===== config.mk =====
export PLATFORM = sky130hd
export DESIGN_NAME = fpces_exception_unit
export DESIGN_NICKNAME = d
export VERILOG_FILES = /design/src/common/fpces_pkg.sv /design/src/core/fpces_exception_unit.sv /design/src/core/fpces_operand_filter.sv /design/src/core/fpces_result_filter.sv
export VERILOG_INCLUDE_DIRS = /design/src /design/src/common
export SDC_FILE = /design/constraint.sdc
export NUM_CORES = 1
export LEC_CHECK = 0
export ABC_AREA = 0
export CORE_MARGIN = 1
export CORE_UTILIZATION = 45
export DETAILED_ROUTE_END_ITERATION = 10
export DONT_BUFFER_PORTS = 1
export GPL_TIMING_DRIVEN = 0
export SYNTH_ARGS = -nofsm -noshare
export SYNTH_HDL_FRONTEND = slang
export SYNTH_SLANG_ARGS = --single-unit
export TNS_END_PERCENT = 20

===== constraint.sdc =====
create_clock -name clk -period 5.7 [get_ports clk]
set_input_delay 1.14 -clock clk [delete_from_list [all_inputs] [get_ports clk]]
set_output_delay 1.14 -clock clk [all_outputs]
set_load 0.005 [all_outputs]

===== src/common/fpces_regs.svh =====
// Purpose: register map, field positions and thresholds of the fp exception-state unit
// Assumes: 32-bit Avalon-MM slave, byte addresses, one register per aligned word
// Notes:   single-precision encodings drive the operand screening and result filtering
// Behaviour
// - Every data-processing op is arithmetic except copy, absolute value and negate.
// - A bounce means acceptance is withheld; the host then runs undefined-instruction handling.
// - In default-NaN mode any NaN result becomes the single default NaN.
// - A condition with its enable clear raises no user trap.
// - A condition with its enable set leads to a trap to the user handler.
// - A potentially exceptional issue sets pending bit 31 and captures the instruction.
// - For short vectors the captured register fields name the exceptional iteration.
// - While pending is set every trigger instruction is bounced.
// - Flush-to-zero turns subnormal arithmetic inputs into positive zero.
// - Flush-to-zero turns subnormal pre-rounding results into positive zero, except computed zeros.
// - Destination field is result and accumulate input; two source fields give the rest.
// - Potential exceptions are judged from operand exponents and signs before computing.
`ifndef FPCES_REGS_SVH
`define FPCES_REGS_SVH

// register byte addresses
`define FPCES_ADDR_CTRL     5'h00
`define FPCES_ADDR_EXC      5'h04
`define FPCES_ADDR_INSTR    5'h08
`define FPCES_ADDR_ISTAT    5'h0C
`define FPCES_ADDR_IMASK    5'h10

// status/control fields
`define FPCES_CTRL_IOE      0
`define FPCES_CTRL_OFE      2
`define FPCES_CTRL_UFE      3
`define FPCES_CTRL_LEN_LSB  16
`define FPCES_CTRL_LEN_MSB  18
`define FPCES_CTRL_FZ       24
`define FPCES_CTRL_DN       25
`define FPCES_CTRL_WMASK    32'h0307000D
`define FPCES_CTRL_RST      32'h00000000

// exception register fields; cause bits: invalid, overflow, underflow
`define FPCES_EXC_PEND      31
`define FPCES_EXC_TRAP      30
`define FPCES_CAUSE_INV     0
`define FPCES_CAUSE_OVF     1
`define FPCES_CAUSE_UNF     2

// interrupt status bits
`define FPCES_IRQ_ENTER     0
`define FPCES_IRQ_BOUNCE    1
`define FPCES_IRQ_TRAP      2

// instruction fields
`define FPCES_OP_MSB        31
`define FPCES_OP_LSB        28
`define FPCES_PREC_BIT      27
`define FPCES_FN_MSB        26
`define FPCES_FN_LSB        22
`define FPCES_FD_MSB        21
`define FPCES_FD_LSB        17
`define FPCES_FM_MSB        4
`define FPCES_FM_LSB        0
`define FPCES_BANK0         2'h0

// single-precision encodings and screening thresholds
`define FPCES_SIGN_BIT      31
`define FPCES_EXP_MSB       30
`define FPCES_EXP_LSB       23
`define FPCES_FRAC_MSB      22
`define FPCES_EXP_MAX       8'hFF
`define FPCES_EXP_ZERO      8'h00
`define FPCES_FRAC_ZERO     23'h000000
`define FPCES_POS_ZERO      32'h00000000
`define FPCES_DEFAULT_NAN   32'h7FC00000
`define FPCES_BIAS          10'h07F
`define FPCES_OVF_ADD_EXP   8'hFE
`define FPCES_UNF_ADD_EXP   8'h18
`define FPCES_OVF_LIMIT     10'h0FE
`define FPCES_UNF_LIMIT     10'h001
`define FPCES_RDATA_ZERO    32'h00000000

`endif


===== src/common/fpces_pkg.sv =====
// Purpose: shared types of the fp exception-state unit
// Assumes: operation codes sit in the top nibble of the issued word
// Notes:   codes 8 to F are spare and are treated as arithmetic ops, but screened only for invalid operands, never for overflow or underflow
package fpces_pkg;

   // data-processing operations
   typedef enum logic [3:0] {
      FPCES_OP_COPY = 4'h0,
      FPCES_OP_ABS  = 4'h1,
      FPCES_OP_NEG  = 4'h2,
      FPCES_OP_ADD  = 4'h3,
      FPCES_OP_SUB  = 4'h4,
      FPCES_OP_MUL  = 4'h5,
      FPCES_OP_DIV  = 4'h6,
      FPCES_OP_MAC  = 4'h7
   } fpces_op_e;

   typedef logic [31:0] fpces_word_t;

endpackage : fpces_pkg


===== src/core/fpces_exception_unit.sv =====
// Purpose: instruction acceptance, bounce and exceptional-state capture of the fp coprocessor
// Assumes: one issue per asserted instr_valid cycle, inputs synchronous to clk
// Notes:   software reaches control, exception, capture and interrupt registers over Avalon-MM
`timescale 1ns/1ns
`include "fpces_regs.svh"
module fpces_exception_unit
   import fpces_pkg::*;
(
   // clock and reset
   input  wire logic        clk,
   input  wire logic        reset,
   // avalon-mm slave
   input  wire logic [4:0]  avs_address,
   input  wire logic        avs_read,
   input  wire logic        avs_write,
   input  wire logic [31:0] avs_writedata,
   output logic [31:0]      avs_readdata,
   output logic             avs_waitrequest,
   // instruction issue from the host core
   input  wire logic        instr_valid,
   input  wire fpces_word_t instr_word,
   input  wire logic [2:0]  vec_iter,
   input  wire fpces_word_t op_a,
   input  wire fpces_word_t op_b,
   // acceptance answer to the host core
   output logic             instr_accept,
   output logic             instr_bounce,
   // screened operands to the datapath
   output logic             opnd_valid,
   output fpces_word_t      opnd_a,
   output fpces_word_t      opnd_b,
   // result path from the datapath
   input  wire logic        res_valid,
   input  wire fpces_word_t res_raw,
   output logic             res_out_valid,
   output fpces_word_t      res_out_data,
   // interrupt
   output logic             irq
);

   fpces_op_e   op;
   logic        is_arith;
   fpces_word_t flush_a;
   fpces_word_t flush_b;
   logic [7:0]  exp_a;
   logic [7:0]  exp_b;
   logic        nan_a;
   logic        nan_b;
   logic        inf_a;
   logic        inf_b;
   logic        eff_sub;
   logic [7:0]  exp_max;
   logic [9:0]  prod_exp;
   logic [9:0]  quot_hi;
   logic [9:0]  quot_lo;
   logic        cond_inv;
   logic        cond_ovf;
   logic        cond_unf;
   logic [2:0]  cause_nxt;
   logic        pot_exc;
   logic        issue_ok;
   logic        take_exc;
   logic        trap_nxt;
   logic [2:0]  vec_len;
   logic        is_vector;
   fpces_word_t capture_nxt;
   logic        wait_r;
   logic        wr_fire;
   logic [31:0] rd_mux;
   logic [31:0] ctrl_r;
   logic        pend_r;
   logic        trap_r;
   logic [2:0]  cause_r;
   fpces_word_t instr_copy_r;
   logic [2:0]  istat_r;
   logic [2:0]  imask_r;
   logic [2:0]  ev_set;
   logic        accept_r;
   logic        bounce_r;
   logic        opnd_valid_r;
   fpces_word_t opnd_a_r;
   fpces_word_t opnd_b_r;
   logic        irq_r;
   logic        res_arith_r;

   // operation decode: copy, abs and neg move data but never compute
   assign op       = fpces_op_e'(instr_word[`FPCES_OP_MSB:`FPCES_OP_LSB]);
   assign is_arith = !(op == FPCES_OP_COPY || op == FPCES_OP_ABS || op == FPCES_OP_NEG);

   // operand screening with input flush
   fpces_operand_filter u_filt_a (
      .ftz     (ctrl_r[`FPCES_CTRL_FZ]),
      .opnd    (op_a),
      .flushed (flush_a),
      .exp_val (exp_a),
      .is_nan  (nan_a),
      .is_inf  (inf_a)
   );

   fpces_operand_filter u_filt_b (
      .ftz     (ctrl_r[`FPCES_CTRL_FZ]),
      .opnd    (op_b),
      .flushed (flush_b),
      .exp_val (exp_b),
      .is_nan  (nan_b),
      .is_inf  (inf_b)
   );

   // early judgement from exponents and signs only, long before a result exists
   assign eff_sub  = flush_a[`FPCES_SIGN_BIT] ^ flush_b[`FPCES_SIGN_BIT] ^ (op == FPCES_OP_SUB);
   assign exp_max  = (exp_a > exp_b) ? exp_a : exp_b;
   assign prod_exp = {2'b00, exp_a} + {2'b00, exp_b};
   assign quot_hi  = {2'b00, exp_a} + `FPCES_BIAS;
   assign quot_lo  = {2'b00, exp_b};

   // conservative screens: a false alarm only costs a trip through support code
   always_comb begin
      cond_inv = nan_a | nan_b | inf_a | inf_b;
      cond_ovf = 1'b0;
      cond_unf = 1'b0;
      case (op)
         FPCES_OP_ADD, FPCES_OP_SUB: begin
            cond_ovf = (exp_max >= `FPCES_OVF_ADD_EXP);
            cond_unf = eff_sub && (exp_max <= `FPCES_UNF_ADD_EXP);
         end
         FPCES_OP_MUL, FPCES_OP_MAC: begin
            cond_ovf = (prod_exp >= (`FPCES_OVF_LIMIT + `FPCES_BIAS));
            cond_unf = (prod_exp <= (`FPCES_UNF_LIMIT + `FPCES_BIAS));
         end
         FPCES_OP_DIV: begin
            cond_ovf = (quot_hi >= (quot_lo + `FPCES_OVF_LIMIT));
            cond_unf = (quot_hi <= (quot_lo + `FPCES_UNF_LIMIT));
         end
         default: begin
            cond_ovf = 1'b0;
            cond_unf = 1'b0;
         end
      endcase
   end

   assign cause_nxt = {cond_unf, cond_ovf, cond_inv};
   assign pot_exc   = is_arith && (cause_nxt != 3'h0);

   // issue outcome: while pending every trigger bounces
   assign issue_ok = instr_valid && !pend_r;
   assign take_exc = issue_ok && pot_exc;

   // trap only for conditions whose enable is set
   assign trap_nxt = (cond_inv && ctrl_r[`FPCES_CTRL_IOE]) ||
                     (cond_ovf && ctrl_r[`FPCES_CTRL_OFE]) ||
                     (cond_unf && ctrl_r[`FPCES_CTRL_UFE]);

   // short-vector rewrite: scalar when length is zero or destination is in bank 0
   assign vec_len   = ctrl_r[`FPCES_CTRL_LEN_MSB:`FPCES_CTRL_LEN_LSB];
   assign is_vector = (vec_len != 3'h0) &&
                      (instr_word[`FPCES_FD_MSB:`FPCES_FD_MSB-1] != `FPCES_BANK0);

   always_comb begin
      capture_nxt = instr_word;
      if (is_vector) begin
         // index wraps within the bank of eight, as the register banks do
         capture_nxt[`FPCES_FD_LSB+2:`FPCES_FD_LSB] =
            instr_word[`FPCES_FD_LSB+2:`FPCES_FD_LSB] + vec_iter;
         capture_nxt[`FPCES_FN_LSB+2:`FPCES_FN_LSB] =
            instr_word[`FPCES_FN_LSB+2:`FPCES_FN_LSB] + vec_iter;
         if (instr_word[`FPCES_FM_MSB:`FPCES_FM_MSB-1] != `FPCES_BANK0)
            capture_nxt[`FPCES_FM_LSB+2:`FPCES_FM_LSB] =
               instr_word[`FPCES_FM_LSB+2:`FPCES_FM_LSB] + vec_iter;
      end
   end

   // avalon handshake: one wait cycle per access, then waitrequest low for one edge
   always_ff @(posedge clk or posedge reset) begin
      if (reset)
         wait_r <= 1'b1;
      else
         wait_r <= !((avs_read || avs_write) && wait_r);
   end

   assign wr_fire = avs_write && !wait_r;

   always_comb begin
      case (avs_address)
         `FPCES_ADDR_CTRL:  rd_mux = ctrl_r;
         `FPCES_ADDR_EXC:   rd_mux = {pend_r, trap_r, 27'h0000000, cause_r};
         `FPCES_ADDR_INSTR: rd_mux = instr_copy_r;
         `FPCES_ADDR_ISTAT: rd_mux = {29'h00000000, istat_r};
         `FPCES_ADDR_IMASK: rd_mux = {29'h00000000, imask_r};
         default:           rd_mux = `FPCES_RDATA_ZERO;
      endcase
   end

   // read data loaded one edge ahead so they stand when waitrequest drops
   always_ff @(posedge clk or posedge reset) begin
      if (reset)
         avs_readdata <= `FPCES_RDATA_ZERO;
      else if (avs_read && wait_r)
         avs_readdata <= rd_mux;
   end

   assign avs_waitrequest = wait_r;

   // control register: enables, vector length, flush and default-NaN modes
   always_ff @(posedge clk or posedge reset) begin
      if (reset)
         ctrl_r <= `FPCES_CTRL_RST;
      else if (wr_fire && avs_address == `FPCES_ADDR_CTRL)
         ctrl_r <= avs_writedata & `FPCES_CTRL_WMASK;
   end

   // exceptional state: hardware entry wins over a software clear in the same cycle
   always_ff @(posedge clk or posedge reset) begin
      if (reset) begin
         pend_r  <= 1'b0;
         trap_r  <= 1'b0;
         cause_r <= 3'h0;
      end else if (take_exc) begin
         pend_r  <= 1'b1;
         trap_r  <= trap_nxt;
         cause_r <= cause_nxt;
      end else if (wr_fire && avs_address == `FPCES_ADDR_EXC) begin
         pend_r  <= avs_writedata[`FPCES_EXC_PEND];
         trap_r  <= avs_writedata[`FPCES_EXC_TRAP];
         cause_r <= avs_writedata[`FPCES_CAUSE_UNF:`FPCES_CAUSE_INV];
      end
   end

   // copy of the offending instruction for support software
   always_ff @(posedge clk or posedge reset) begin
      if (reset)
         instr_copy_r <= `FPCES_POS_ZERO;
      else if (take_exc)
         instr_copy_r <= capture_nxt;
   end

   // acceptance answer; a bounce is simply an issue that is not accepted
   always_ff @(posedge clk or posedge reset) begin
      if (reset) begin
         accept_r <= 1'b0;
         bounce_r <= 1'b0;
      end else begin
         accept_r <= issue_ok;
         bounce_r <= instr_valid && pend_r;
      end
   end

   // screened operands go to the datapath only for accepted issues
   always_ff @(posedge clk or posedge reset) begin
      if (reset) begin
         opnd_valid_r <= 1'b0;
         opnd_a_r     <= `FPCES_POS_ZERO;
         opnd_b_r     <= `FPCES_POS_ZERO;
         res_arith_r  <= 1'b0;
      end else begin
         opnd_valid_r <= issue_ok;
         if (issue_ok) begin
            opnd_a_r    <= is_arith ? flush_a : op_a;
            opnd_b_r    <= is_arith ? flush_b : op_b;
            res_arith_r <= is_arith;
         end
      end
   end

   // result conditioning for the last accepted operation
   fpces_result_filter u_res (
      .clk         (clk),
      .reset       (reset),
      .ftz         (ctrl_r[`FPCES_CTRL_FZ]),
      .dnan        (ctrl_r[`FPCES_CTRL_DN]),
      .arith       (res_arith_r),
      .res_valid   (res_valid),
      .res_raw     (res_raw),
      .res_valid_r (res_out_valid),
      .res_data_r  (res_out_data)
   );

   // interrupt events and sticky status, write one to clear, set wins
   assign ev_set = {take_exc && trap_nxt, instr_valid && pend_r, take_exc};

   always_ff @(posedge clk or posedge reset) begin
      if (reset)
         istat_r <= 3'h0;
      else if (wr_fire && avs_address == `FPCES_ADDR_ISTAT)
         istat_r <= (istat_r & ~avs_writedata[2:0]) | ev_set;
      else
         istat_r <= istat_r | ev_set;
   end

   always_ff @(posedge clk or posedge reset) begin
      if (reset)
         imask_r <= 3'h0;
      else if (wr_fire && avs_address == `FPCES_ADDR_IMASK)
         imask_r <= avs_writedata[2:0];
   end

   // level interrupt, one cycle behind the status bits
   always_ff @(posedge clk or posedge reset) begin
      if (reset)
         irq_r <= 1'b0;
      else
         irq_r <= |(istat_r & imask_r);
   end

   // registered outputs
   assign instr_accept = accept_r;
   assign instr_bounce = bounce_r;
   assign opnd_valid   = opnd_valid_r;
   assign opnd_a       = opnd_a_r;
   assign opnd_b       = opnd_b_r;
   assign irq          = irq_r;
endmodule : fpces_exception_unit


===== src/core/fpces_operand_filter.sv =====
// Purpose: classify one single-precision operand and apply input flush-to-zero
// Assumes: purely combinational, registered by the caller
// Notes:   a flushed operand is reported with a zero exponent
`timescale 1ns/1ns
`include "fpces_regs.svh"
module fpces_operand_filter
   import fpces_pkg::*;
(
   // control
   input  wire logic        ftz,
   // operand
   input  wire fpces_word_t opnd,
   // screened view
   output fpces_word_t      flushed,
   output logic [7:0]       exp_val,
   output logic             is_nan,
   output logic             is_inf
);

   logic        exp_zero;
   logic        frac_zero;
   logic        exp_full;

   // field decode of the raw operand
   assign exp_zero  = (opnd[`FPCES_EXP_MSB:`FPCES_EXP_LSB] == `FPCES_EXP_ZERO);
   assign exp_full  = (opnd[`FPCES_EXP_MSB:`FPCES_EXP_LSB] == `FPCES_EXP_MAX);
   assign frac_zero = (opnd[`FPCES_FRAC_MSB:0] == `FPCES_FRAC_ZERO);
   assign is_nan    = exp_full & ~frac_zero;
   assign is_inf    = exp_full & frac_zero;

   // subnormal magnitude becomes +0, the sign is dropped on purpose
   assign flushed = (ftz && exp_zero && !frac_zero) ? `FPCES_POS_ZERO : opnd;
   assign exp_val = flushed[`FPCES_EXP_MSB:`FPCES_EXP_LSB];

endmodule : fpces_operand_filter


===== src/core/fpces_result_filter.sv =====
// Purpose: final result conditioning for flush-to-zero and default-NaN modes
// Assumes: raw result arrives unrounded from the arithmetic datapath
// Notes:   one cycle of latency, output held until the next valid result
`timescale 1ns/1ns
`include "fpces_regs.svh"
module fpces_result_filter
   import fpces_pkg::*;
(
   // clock and reset
   input  wire logic        clk,
   input  wire logic        reset,
   // mode
   input  wire logic        ftz,
   input  wire logic        dnan,
   input  wire logic        arith,
   // raw result
   input  wire logic        res_valid,
   input  wire fpces_word_t res_raw,
   // conditioned result
   output logic             res_valid_r,
   output fpces_word_t      res_data_r
);

   logic        r_exp_zero;
   logic        r_exp_full;
   logic        r_frac_zero;

   assign r_exp_zero  = (res_raw[`FPCES_EXP_MSB:`FPCES_EXP_LSB] == `FPCES_EXP_ZERO);
   assign r_exp_full  = (res_raw[`FPCES_EXP_MSB:`FPCES_EXP_LSB] == `FPCES_EXP_MAX);
   assign r_frac_zero = (res_raw[`FPCES_FRAC_MSB:0] == `FPCES_FRAC_ZERO);

   // NaN wins over flushing; a computed zero keeps its sign
   always_ff @(posedge clk or posedge reset) begin
      if (reset) begin
         res_valid_r <= 1'b0;
         res_data_r  <= `FPCES_POS_ZERO;
      end else begin
         res_valid_r <= res_valid;
         if (res_valid) begin
            if (dnan && r_exp_full && !r_frac_zero)
               res_data_r <= `FPCES_DEFAULT_NAN;
            else if (ftz && arith && r_exp_zero && !r_frac_zero)
               res_data_r <= `FPCES_POS_ZERO;
            else
               res_data_r <= res_raw;
         end
      end
   end
endmodule : fpces_result_filter


==> results of run 1 <==
==> synthesized netlist by cell type, types with 6 or more instances <==
cell      count  area, um^2
a21o_1        7        52.6
inv_1        48         180
nor4_1       18         113
nor2b_1       7        43.8
o21ai_0      76         380
nor3_1       18        90.1
mux2_4       26         390
nand4_1       9        56.3
and2_1        7        43.8
buf_6         6        67.6
mux2i_1       8        80.1
a22oi_1      11        82.6
nand2_1     137         514
nand3_1      13        65.1
a21oi_1      17        85.1
ha_1         33         413
or4_1         7        52.6
mux2_1        6        67.6
xnor2_1      18         158
mux2_2       20         225
clkbuf_1     46         173
a22o_1       48         420
nor2_1       26        97.6
xor2_1       13         114
dfrtp_1     184        4600
==> registers in the layout, summed over array words and instances (netlist names) <==
signal and count:
avs_readdata 32, avs_waitrequest 1, cause_r 3, ctrl_r 8, imask_r 3, instr_bounce 1, instr_copy_r 32, irq 1
istat_r 3, opnd_a 32, opnd_b 32, opnd_valid 1, pend_r 1, res_arith_r 1, trap_r 1, u_res.res_data_r 32
u_res.res_valid_r 1
==> through the flow <==
step,power [mW],setup WS (ps)
floorplan,2.60,1080
global placement,2.84,563
detailed placement,2.86,546
CTS,4.06,986
global route,4.24,706
finish,4.02,933
==> worst paths after layout <==
check,to
min in group asynchronous,u_res.res_valid_r
max,instr_copy_r[24]
min reg2reg,instr_copy_r[27]
min,instr_copy_r[27]
max reg2reg,instr_copy_r[24]
max in group asynchronous,avs_waitrequest
==> logic make-up after synthesis <==
kind of cell,Yosys count,synth area share
multiplexers,60,0.0807
AND/OR/NAND/NOR,266,0.133
AO/OA/AOI/OAI,218,0.163
buffers and inverters,111,0.0511
flip-flops,185,0.490
XOR/XNOR,32,0.0304
adder cells (fa/ha/maj),38,0.0523
==> routing by layer <==
layer | global-route usage | vias to the layer above | share of wire
met5 | 0 | - | 0
met4 | 0.0706 | 0 | 0.018
met3 | 0.0786 | 25 | 0.081
met2 | 0.380 | 221 | 0.48
met1 | 0.289 | 3386 | 0.42
li1 | - | 3283 | -
==> final cells by class <==
class | count | share of cell area
plain buffers | 62 | 0.0285
clock buffers | 19 | 0.0422
clock inverters | 13 | 0.0144
inverters | 49 | 0.0179
multi-input cells | 614 | 0.414
flip-flops and latches | 185 | 0.441
well taps | 270 | 0.0322
repair buffers | 5 | 0.00954
==> power breakdown <==
group / internal [mW] / switching [mW]
clock: 0.636 / 0.543
combinational: 0.431 / 0.370
sequential: 1.71 / 0.331
total: 2.77 / 1.24
==> impl_results.md, run 1 <==
* Status: finished clean
* Area Growth Syn to Fin at 11.0%
* Initial drt markers at roughly 300
* Final setup vio count at 0
* CP cell instances: buf_1 -> inv_1 -> ha_1 -> inv_1 -> ha_1 -> a21oi_2 -> o32ai_4 -> and3_1 -> a2111o_1 -> or4_1 -> a211oi_2 -> nor2_1 -> a31o_1 -> buf_6 -> buf_6 -> mux2_4
* Hold Crit Start: instr_copy_r[27]
* H-tree Lvls at 4
* Final core occ at 0.513
* CTS hold repair buffers at 0
* Critical Path Source Type: primary input
* FILL cells at 1912
* Clk Latency, worst-skew pair at roughly 420 ps
* Placed Cells at approximately 1200
* Vias per cell at 5.68
* Reg2reg path depth at 11
* EDFF count, synth at 0
* Gate Count Post-Synth at 910
* DR WL/cell at 20.1 um
* Cell family with most CP delay: compound AO/OA/AOI/OAI gates
* Setup crit start: op_b[24]
* Dpl cell area at 0.00989 mm^2
* Asr flop ratio synth at 1.00
* Worst path required time at 6000 ps
* Die W at around 150 um
* Layout cell share with drive strength beyond 1 at 0.115
* Fin Setup TNS at 0 ps
* Routability cong. at around 0.87
* Routed WL at 24500 um
* Hold path cells at 1
* Initial Util at 0.463
* Max stage delay on crit path at 550 ps
* TritonCTS Buffers at 17
* CP endpoint kind: flip-flop
* Max cap viols at 0
* Pin count of the biggest net entering global routing at 41
* Root Driver: clkbuf_16
* Die Y at roughly 150 um
* RSZ-0062 raised after global routing: false
* WHS at 496 ps
* Initial antenna violation count at 1
* Fin Clk Skew at approximately 11 ps
* Post CTS Setup Buffer Count at 0
* Number of synthesized register bits at approximately 190
* Final worst-path cycle share at 0.836
* Kind of critical path: primary input to flip-flop
* Cell count along the critical path at 16
* Slew margin rel. at 0.0913
* Final ANT Viol Nets at 0
* Final hold viol count at 0
* Remaining DRCs at 0
* Final Slew Violations at 0
* WP buf/inv at 5
* Vias in the first global route at a little under 7000
* CTS tree: yes
* Post-Syn Area per Cell at 10.4 um^2
* Ys Warns at 0
* Post-route cell area at 0.0105 mm^2
* Clock Tree Buf Depth at 2
* Worst-margin pin slew at about 1400 ps
* Achievable Freq at roughly 0.21 GHz
* Drt first pass iters at 5
* Most frequent cells in the layout: 184 x dfrtp_1, 137 x nand2_1, 76 x o21ai_0
* Total grt overflow at 0
* CTS Sinks at ~190
* Finished Layout Cells at 1217
* Clk slew on worst S/H paths at 70 ps
* N_diodes at 0
* Static leakage at 4.69 nW
* Cell Pwr Density at roughly 380 mW/mm^2
* Ports at 308
* Net count, final at ~1100
* Core area at 0.0204 mm^2
* Netlist cell types at 76
* Flop2flop setup slack at 2700 ps
* Post-synth net total at between 1000 and 1500
* Max FO, Critical Path at 10
* Slowest stage cell, crit path: or4_1
* Cts repair resizes at 0
* Reg2Reg Launch Point: ctrl_r[24]
* Gr usage total at 0.232
* Die area at roughly 0.022 mm^2
* # port buffers at 0
* Cell row count at 52
* Top FF cell, synth: dfrtp_1
* DP HPWL at slightly below 20000 um
* Fin crit period at about 4800 ps
* Crit path arrival time at roughly 5100 ps
* Area of the multi-input gates at about 0.0043 mm^2
* Via count at about 7000
* Seq/Total Area, Yosys at 0.490
* Commonest non-fill, non-tap cell in the layout: dfrtp_1
* Storage cell area at 0.00463 mm^2
* Synth Cell Area at around 0.0095 mm^2
* Min-delay worst type: flip-flop to flip-flop
* Global-route wire length before repair at between 30000 and 40000 um
* Peak supply drop at roughly 0.19 mV
Note: power is estimated with default switching activity, not from simulation.
==> run 2: changes to the inputs <==
==> constraint.sdc (replaced) <==
create_clock -name clk -period 4.3 [get_ports clk]
set_input_delay 0.86 -clock clk [delete_from_list [all_inputs] [get_ports clk]]
set_output_delay 0.86 -clock clk [all_outputs]
set_load 0.005 [all_outputs]
==> run 2 against run 1 <==
Effect of this change: global-route usage stayed put; via count hardly changed; combinational power is 34% higher; critical path depth stayed put; clock skew hardly changed; critical path type unchanged; largest cell class unchanged; highest routed layer unchanged; worst setup slack worse by 810 ps.
==> impl_results.md, run 2 (synthesis gave the netlist of run 1 again) <==
* Ports at 308 (unchanged)
* DP HPWL at 19300 um (unchanged)
* Final core occ at 0.515 (was 0.513)
* CTS tree: yes (unchanged)
* Final hold viol count at 0 (unchanged)
* Routability cong. at 0.873 (unchanged)
* Worst-margin pin slew at 1330 ps (was 1360 ps)
* Clk slew on worst S/H paths at 70 ps (about the same)
* FILL cells at 1909 (was 1912)
* Max FO, Critical Path at 10 (unchanged)
* WP buf/inv at 3 (was 5)
* Final setup vio count at 0 (unchanged)
* Min-delay worst type: primary input to asynchronous set/reset pin (was flip-flop to flip-flop)
* Final Power at 5.33 mW (was 4.02 mW)
* Vias in the first global route at 6955 (unchanged)
* Cell family with most CP delay: simple AND/OR/NAND/NOR gates (was compound AO/OA/AOI/OAI gates)
* Cell Pwr Density at 506 mW/mm^2 (was 383 mW/mm^2)
* Max stage delay on crit path at 580 ps (was 550 ps)
* Clock Tree Buf Depth at 2 (unchanged)
* TritonCTS Buffers at 17 (unchanged)
* Critical Path Source Type: primary input (unchanged)
* Initial drt markers at 304 (was 308)
* Fin crit period at ~4200 ps
* Finished Layout Cells at 1218 (was 1217)
* Remaining DRCs at 0 (unchanged)
* Vias per cell at 5.68 (about the same)
* CTS Sinks at 185 (unchanged)
* Slew margin rel. at 0.114 (was 0.0913)
* Max cap viols at 0 (unchanged)
* Die area at 0.0216 mm^2 (unchanged)
* Crit path arrival time at 4480 ps (was 5070 ps)
* Achievable Freq at 0.239 GHz
* Placed Cells at 1185 (unchanged)
* Initial antenna violation count at 1 (unchanged)
* Worst path required time at 4600 ps (was 6000 ps)
* Layout cell share with drive strength beyond 1 at 0.121 (was 0.115)
* Post-route cell area at 0.0105 mm^2 (about the same)
* Gr usage total at 0.232 (unchanged)
* Core area at 0.0204 mm^2 (unchanged)
* Commonest non-fill, non-tap cell in the layout: dfrtp_1 (unchanged)
* Routed WL at 24500 um (about the same)
* Global-route wire length before repair at 39000 um (unchanged)
* Most frequent cells in the layout: 184 x dfrtp_1, 137 x nand2_1, 76 x o21ai_0 (unchanged)
* Pin count of the biggest net entering global routing at 41 (unchanged)
* Cell row count at 52 (unchanged)
* CP cell instances: buf_4 -> or4_1 -> nor2_1 -> xor2_1 -> ha_1 -> o21a_1 -> a21oi_1 -> o31ai_1 -> maj3_1 -> a21oi_1 -> o21ai_1 -> nor2_2 -> a31o_1 -> buf_6 -> buf_6 -> mux2_4 (was buf_1 -> inv_1 -> ha_1 -> inv_1 -> ha_1 -> a21oi_2 -> o32ai_4 -> and3_1 -> a2111o_1 -> or4_1 -> a211oi_2 -> nor2_1 -> a31o_1 -> buf_6 -> buf_6 -> mux2_4)
* H-tree Lvls at 4 (unchanged)
* Total grt overflow at 0 (unchanged)
* # port buffers at 0 (unchanged)
* Die Y at 147 um (unchanged)
* Root Driver: clkbuf_16 (unchanged)
* CTS hold repair buffers at 0 (unchanged)
* Drt first pass iters at 5 (unchanged)
* Area Growth Syn to Fin at 11.4% (was 11.0%)
* Slowest stage cell, crit path: or4_1 (unchanged)
* Clk Latency, worst-skew pair at 420 ps (about the same)
* Dpl cell area at 0.00989 mm^2 (unchanged)
* Initial Util at 0.463 (unchanged)
* CP endpoint kind: flip-flop (unchanged)
* Peak supply drop at 0.250 mV (was 0.189 mV)
* Via count at 6914 (was 6915)
* Kind of critical path: primary input to flip-flop (unchanged)
* Flop2flop setup slack at 1270 ps (was 2700 ps)
* Status: finished clean (unchanged)
* Final ANT Viol Nets at 0 (unchanged)
* N_diodes at 0 (unchanged)
* DR WL/cell at 20.1 um (about the same)
* Static leakage at 4.71 nW (was 4.69 nW)
* Net count, final at 1145 (was 1144)
* Die W at 147 um (unchanged)
* Final Slew Violations at 0 (unchanged)
* Final worst-path cycle share at 0.972
* Fin Clk Skew at 11.3 ps (was 10.8 ps)
==> run 2: cell type report <==
class                      instances  area, um^2  share of cell area
inverter                          49         188              0.0178
buffer                            62         303              0.0288
clock inverter                    13         151              0.0144
timing repair buffer               6         108              0.0102
sequential                       185        4630               0.440
tap                              270         338              0.0321
clock buffer                      19         443              0.0421
multi-input combinational        614        4370               0.415
==> run 2: path summary, 6_finish.rpt <==
path / startpoint / endpoint / cells after the start
max in group asynchronous: reset / avs_waitrequest / 4
hold / removal: reset / u_res.res_valid_r / 1
setup / recovery: op_a[26] / instr_copy_r[24] / 16
min in group clk: res_valid / u_res.res_valid_r / 0
hold reg to reg: instr_copy_r[27] / instr_copy_r[27] / 1
setup reg to reg: ctrl_r[24] / instr_copy_r[24] / 11
==> run 2: metrics by stage <==
step / setup WS, ps / hold WS, ps / TNS, ps
detailed placement: -574 / 482 / -18380
finish: 120 / 356 / 0
global route: -7.39 / 362 / -23.6
floorplan: -42.8 / 448 / -1060
global placement: -557 / 475 / -17920
CTS: 26.8 / 354 / 0
==> run 2: timing repair <==
action                     4_1_cts  5_1_grt
hold endpoints to repair         0        0
setup endpoints to repair       26       33
gates resized for setup          1        8
pin swaps                        0        1
setup buffers                    0        1
==> run 2: report_power, final <==
group	total (mW)	switching (mW)	leakage [nW]	internal, mW
Combinational	1.07	0.493	2.10	0.574
Clock	1.56	0.720	0.289	0.843
Sequential	2.70	0.437	2.32	2.26
Total	5.33	1.65	4.71	3.68
==> run 2: routing by layer <==
metal / up-vias / GRT usage / share of wire
li1: 3287 / - / -
met1: 3371 / 0.289 / 0.42
met2: 230 / 0.380 / 0.48
met3: 26 / 0.0786 / 0.084
met4: 0 / 0.0706 / 0.018
met5: - / 0 / 0
==> run 3: changes to the inputs <==
--- a/config.mk
+++ b/config.mk
@@ -6,7 +6,7 @@
 export SDC_FILE = /design/constraint.sdc
 export NUM_CORES = 1
 export LEC_CHECK = 0
-export ABC_AREA = 0
+export ABC_AREA = 1
 export CORE_MARGIN = 1
 export CORE_UTILIZATION = 45
 export DETAILED_ROUTE_END_ITERATION = 10
==> run 3 against run 2 <==
Effect of this change: synthesized cell count is 39% higher; count of clock-buffer cells in the layout shrank 1; clock power grew 5%; global-route usage increased by 1.8 points; first-iteration DRC count rose by 49%; largest cell class unchanged; synthesized area increased by 6.5%.
==> impl_results.md, run 3 <==
* Kind of critical path: primary input to flip-flop (unchanged)
* Worst r2r dst: instr_copy_r[15] (was instr_copy_r[24])
* Asr flop ratio synth at 1.00 (unchanged)
* Status: finished clean (unchanged)
* Post-Syn Area per Cell at 7.98 um^2 (was 10.4 um^2)
* Area leader, netlist: dfrtp_1 (unchanged)
* Remaining DRCs at 0 (unchanged)
* Initial Util at 0.460 (was 0.463)
* Vias per cell at 5.38 (was 5.68)
* Crit path arrival time at 3760 ps (was 4480 ps)
* Main area contributors after synthesis: dfrtp_1 46%, nand2_1 15%, o21ai_0 4.6% (was dfrtp_1 49%, nand2_1 5.4%, a22o_1 4.4%)
* Routability cong. at 0.896 (was 0.873)
* Area of the multi-input gates at 0.00461 mm^2 (was 0.00437 mm^2)
* Peak supply drop at 0.272 mV (was 0.250 mV)
* DP HPWL at 22000 um (was 19300 um)
* Top-count cell post-synth: nand2_1 (was dfrtp_1)
* Achievable Freq at 0.290 GHz (was 0.239 GHz)
* N_diodes at 0 (unchanged)
* CP cell instances: buf_4 -> nor2_1 -> nand2_1 -> nor2_1 -> xor2_1 -> ha_1 -> nand2_1 -> nor2_1 -> a21oi_1 -> nand4_1 -> nand2_1 -> nand2_1 -> nand2_1 -> nand2_1 -> nand2_1 -> nand2_1 -> inv_1 -> nand2_1 -> nand2_2 -> nand3_4 -> buf_6 -> nand2_2 -> o21ai_2 (was buf_4 -> or4_1 -> nor2_1 -> xor2_1 -> ha_1 -> o21a_1 -> a21oi_1 -> o31ai_1 -> maj3_1 -> a21oi_1 -> o21ai_1 -> nor2_2 -> a31o_1 -> buf_6 -> buf_6 -> mux2_4)
* Reg2Reg Launch Point: ctrl_r[24] (unchanged)
* Die W at 152 um (was 147 um)
* WP buf/inv at 3 (unchanged)
* Initial drt markers at 453 (was 304)
* Post-route cell area at 0.0111 mm^2 (was 0.0105 mm^2)
* Max FO, Critical Path at 10 (unchanged)
* Final core occ at 0.508 (was 0.515)
* FILL cells at 2162 (was 1909)
* Die area at 0.0230 mm^2 (was 0.0216 mm^2)
* Fin Clk Skew at 19.1 ps (was 11.3 ps)
* Placed Cells at 1546 (was 1185)
* TritonCTS Buffers at 17 (unchanged)
* Dpl cell area at 0.0105 mm^2 (was 0.00989 mm^2)
* WHS at 277 ps (was 356 ps)
* Pin count of the biggest net entering global routing at 42 (was 41)
* Worst Setup Slack, final at 854 ps (was 120 ps)
* Storage cell area at 0.00463 mm^2 (unchanged)
* Gate Count Post-Synth at 1261 (was 910)
* CP endpoint kind: flip-flop (unchanged)
* Via count at 8494 (was 6914)
* Routed WL at 28500 um (was 24500 um)
* Most frequent cells in the layout: 411 x nand2_1, 184 x dfrtp_1, 121 x inv_1 (was 184 x dfrtp_1, 137 x nand2_1, 76 x o21ai_0)
* Finished Layout Cells at 1578 (was 1218)
* Most used cell, CP: nand2_1
* CTS Sinks at 185 (unchanged)
* Reg2reg path depth at 14 (was 11)
* Critical Path Source Type: primary input (unchanged)
* CTS hold repair buffers at 0 (unchanged)
* Ys Warns at 0 (unchanged)
* Max stage delay on crit path at 280 ps (was 580 ps)
* Cts repair resizes at 0 (was 1)
* Static leakage at 5.47 nW (was 4.71 nW)
* Cell family with most CP delay: simple AND/OR/NAND/NOR gates (unchanged)
* Layout cell share with drive strength beyond 1 at 0.0994 (was 0.121)
* Top FF cell, synth: dfrtp_1 (unchanged)
* Netlist cell types at 51 (was 76)
* Worst-margin pin slew at 1000 ps (was 1330 ps)
* Synth Cell Area at 0.0101 mm^2 (was 0.00945 mm^2)
* Final Slew Violations at 0 (unchanged)
* Number of synthesized register bits at 185 (unchanged)
* Final setup vio count at 0 (unchanged)
* Cell Pwr Density at 475 mW/mm^2 (was 506 mW/mm^2)
* CTS tree: yes (unchanged)
* Global-route wire length before repair at 43600 um (was 39000 um)
* Post CTS Setup Buffer Count at 0 (unchanged)
* Slew margin rel. at 0.326 (was 0.114)
* Clk Latency, worst-skew pair at 440 ps (was 420 ps)
* Slowest stage cell, crit path: ha_1 (was or4_1)
* DR WL/cell at 18.1 um (was 20.1 um)
* Die Y at 152 um (was 147 um)
* Gr usage total at 0.249 (was 0.232)
* Final hold viol count at 0 (unchanged)
* Drt first pass iters at 5 (unchanged)
* Seq/Total Area, Yosys at 0.460 (was 0.490)
* Total grt overflow at 0 (unchanged)
* Yosys top cell area share at 0.458 (was 0.487)
* Min-delay worst type: primary input to asynchronous set/reset pin (unchanged)
* Worst path required time at 4610 ps (was 4600 ps)
* Core area at 0.0219 mm^2 (was 0.0204 mm^2)
* Placement-stage worst setup slack at 465 ps (was -574 ps)
* # port buffers at 0 (unchanged)
* Flop2flop setup slack at 1930 ps (was 1270 ps)
* Final worst-path cycle share at 0.801 (was 0.972)
* Cell row count at 54 (was 52)
* Commonest non-fill, non-tap cell in the layout: nand2_1 (was dfrtp_1)
* Clock Tree Buf Depth at 2 (unchanged)
* Fin crit period at 3450 ps (was 4180 ps)
* Area Growth Syn to Fin at 10.6% (was 11.4%)
* Final ANT Viol Nets at 0 (unchanged)
* Post-synth top cells: 411 x nand2_1, 184 x dfrtp_1, 122 x inv_1 (was 184 x dfrtp_1, 137 x nand2_1, 76 x o21ai_0)
* Initial antenna violation count at 0 (was 1)
* Ports at 308 (unchanged)
* Net count, final at 1495 (was 1145)
* Max cap viols at 0 (unchanged)
* Clk slew on worst S/H paths at 80 ps (was 70 ps)
* EDFF count, synth at 0 (unchanged)
* RSZ-0062 raised after global routing: false
* Root Driver: clkbuf_16 (unchanged)
* Post-synth net total at 1471 (was 1120)
* Vias in the first global route at 8199 (was 6955)
* H-tree Lvls at 4 (unchanged)
run 3: cell types whose count changed after synthesis, sizes merged, moves of 23 or more:
| cell | delta |
|---|---|
| nor2 | +59 |
| o21ai | +39 |
| mux2 | -52 |
| a32o | +23 |
| nand2 | +304 |
| inv | +82 |
| nand3 | +42 |
| a22o | -48 |
run 3: per-stage QoR:
step	setup TNS (ps)	total power [mW]
5_1_grt	0	5.62
2_1_floorplan	0	3.34
4_1_cts	0	5.34
6_report	0	5.28
3_3_place_gp	-5700	3.65
3_5_place_dp	0	3.69
run 3: cell type report:
type	count	area share
flip-flops and latches	185	0.416
clock inverters	14	0.0164
multi-input cells	882	0.415
clock buffers	18	0.0386
repair buffers	5	0.00899
plain buffers	63	0.0291
well taps	280	0.0315
inverters	131	0.0447
run 3: cell families after synthesis:
family | share of synthesized area
and+or+nand+nor | 0.265
AOI/OAI and AO/OA | 0.131
buffers and inverters | 0.0813
DFF | 0.460
adders and majority gates | 0.0470
xor gates and xnor gates | 0.0148
muxes | 0.000995
run 3: worst max path at each step:
stage	startpoint	endpoint	slack, ps	cells after the start
after CTS	op_a[26]	instr_copy_r[15]	910	23
after global routing	op_a[25]	instr_copy_r[3]	570	23
after global placement	reset	opnd_a[27]	-60	1
after detailed placement	op_a[26]	instr_copy_r[15]	460	23
final	op_a[26]	instr_copy_r[15]	850	23
after floorplan	op_a[26]	instr_copy_r[1]	1020	23
run 3: where the power goes:
| group | switching (mW) | internal [mW] |
|---|---|---|
| registers | 0.379 | 2.25 |
| logic | 0.617 | 0.402 |
| clock network | 0.750 | 0.886 |
run 3: metal layers:
layer,routed length (um),GRT usage,up-vias
li1,-,-,4143
met1,11800,0.310,4039
met2,13700,0.418,269
met3,2240,0.0665,43
met4,702,0.0866,0
met5,0,0,-
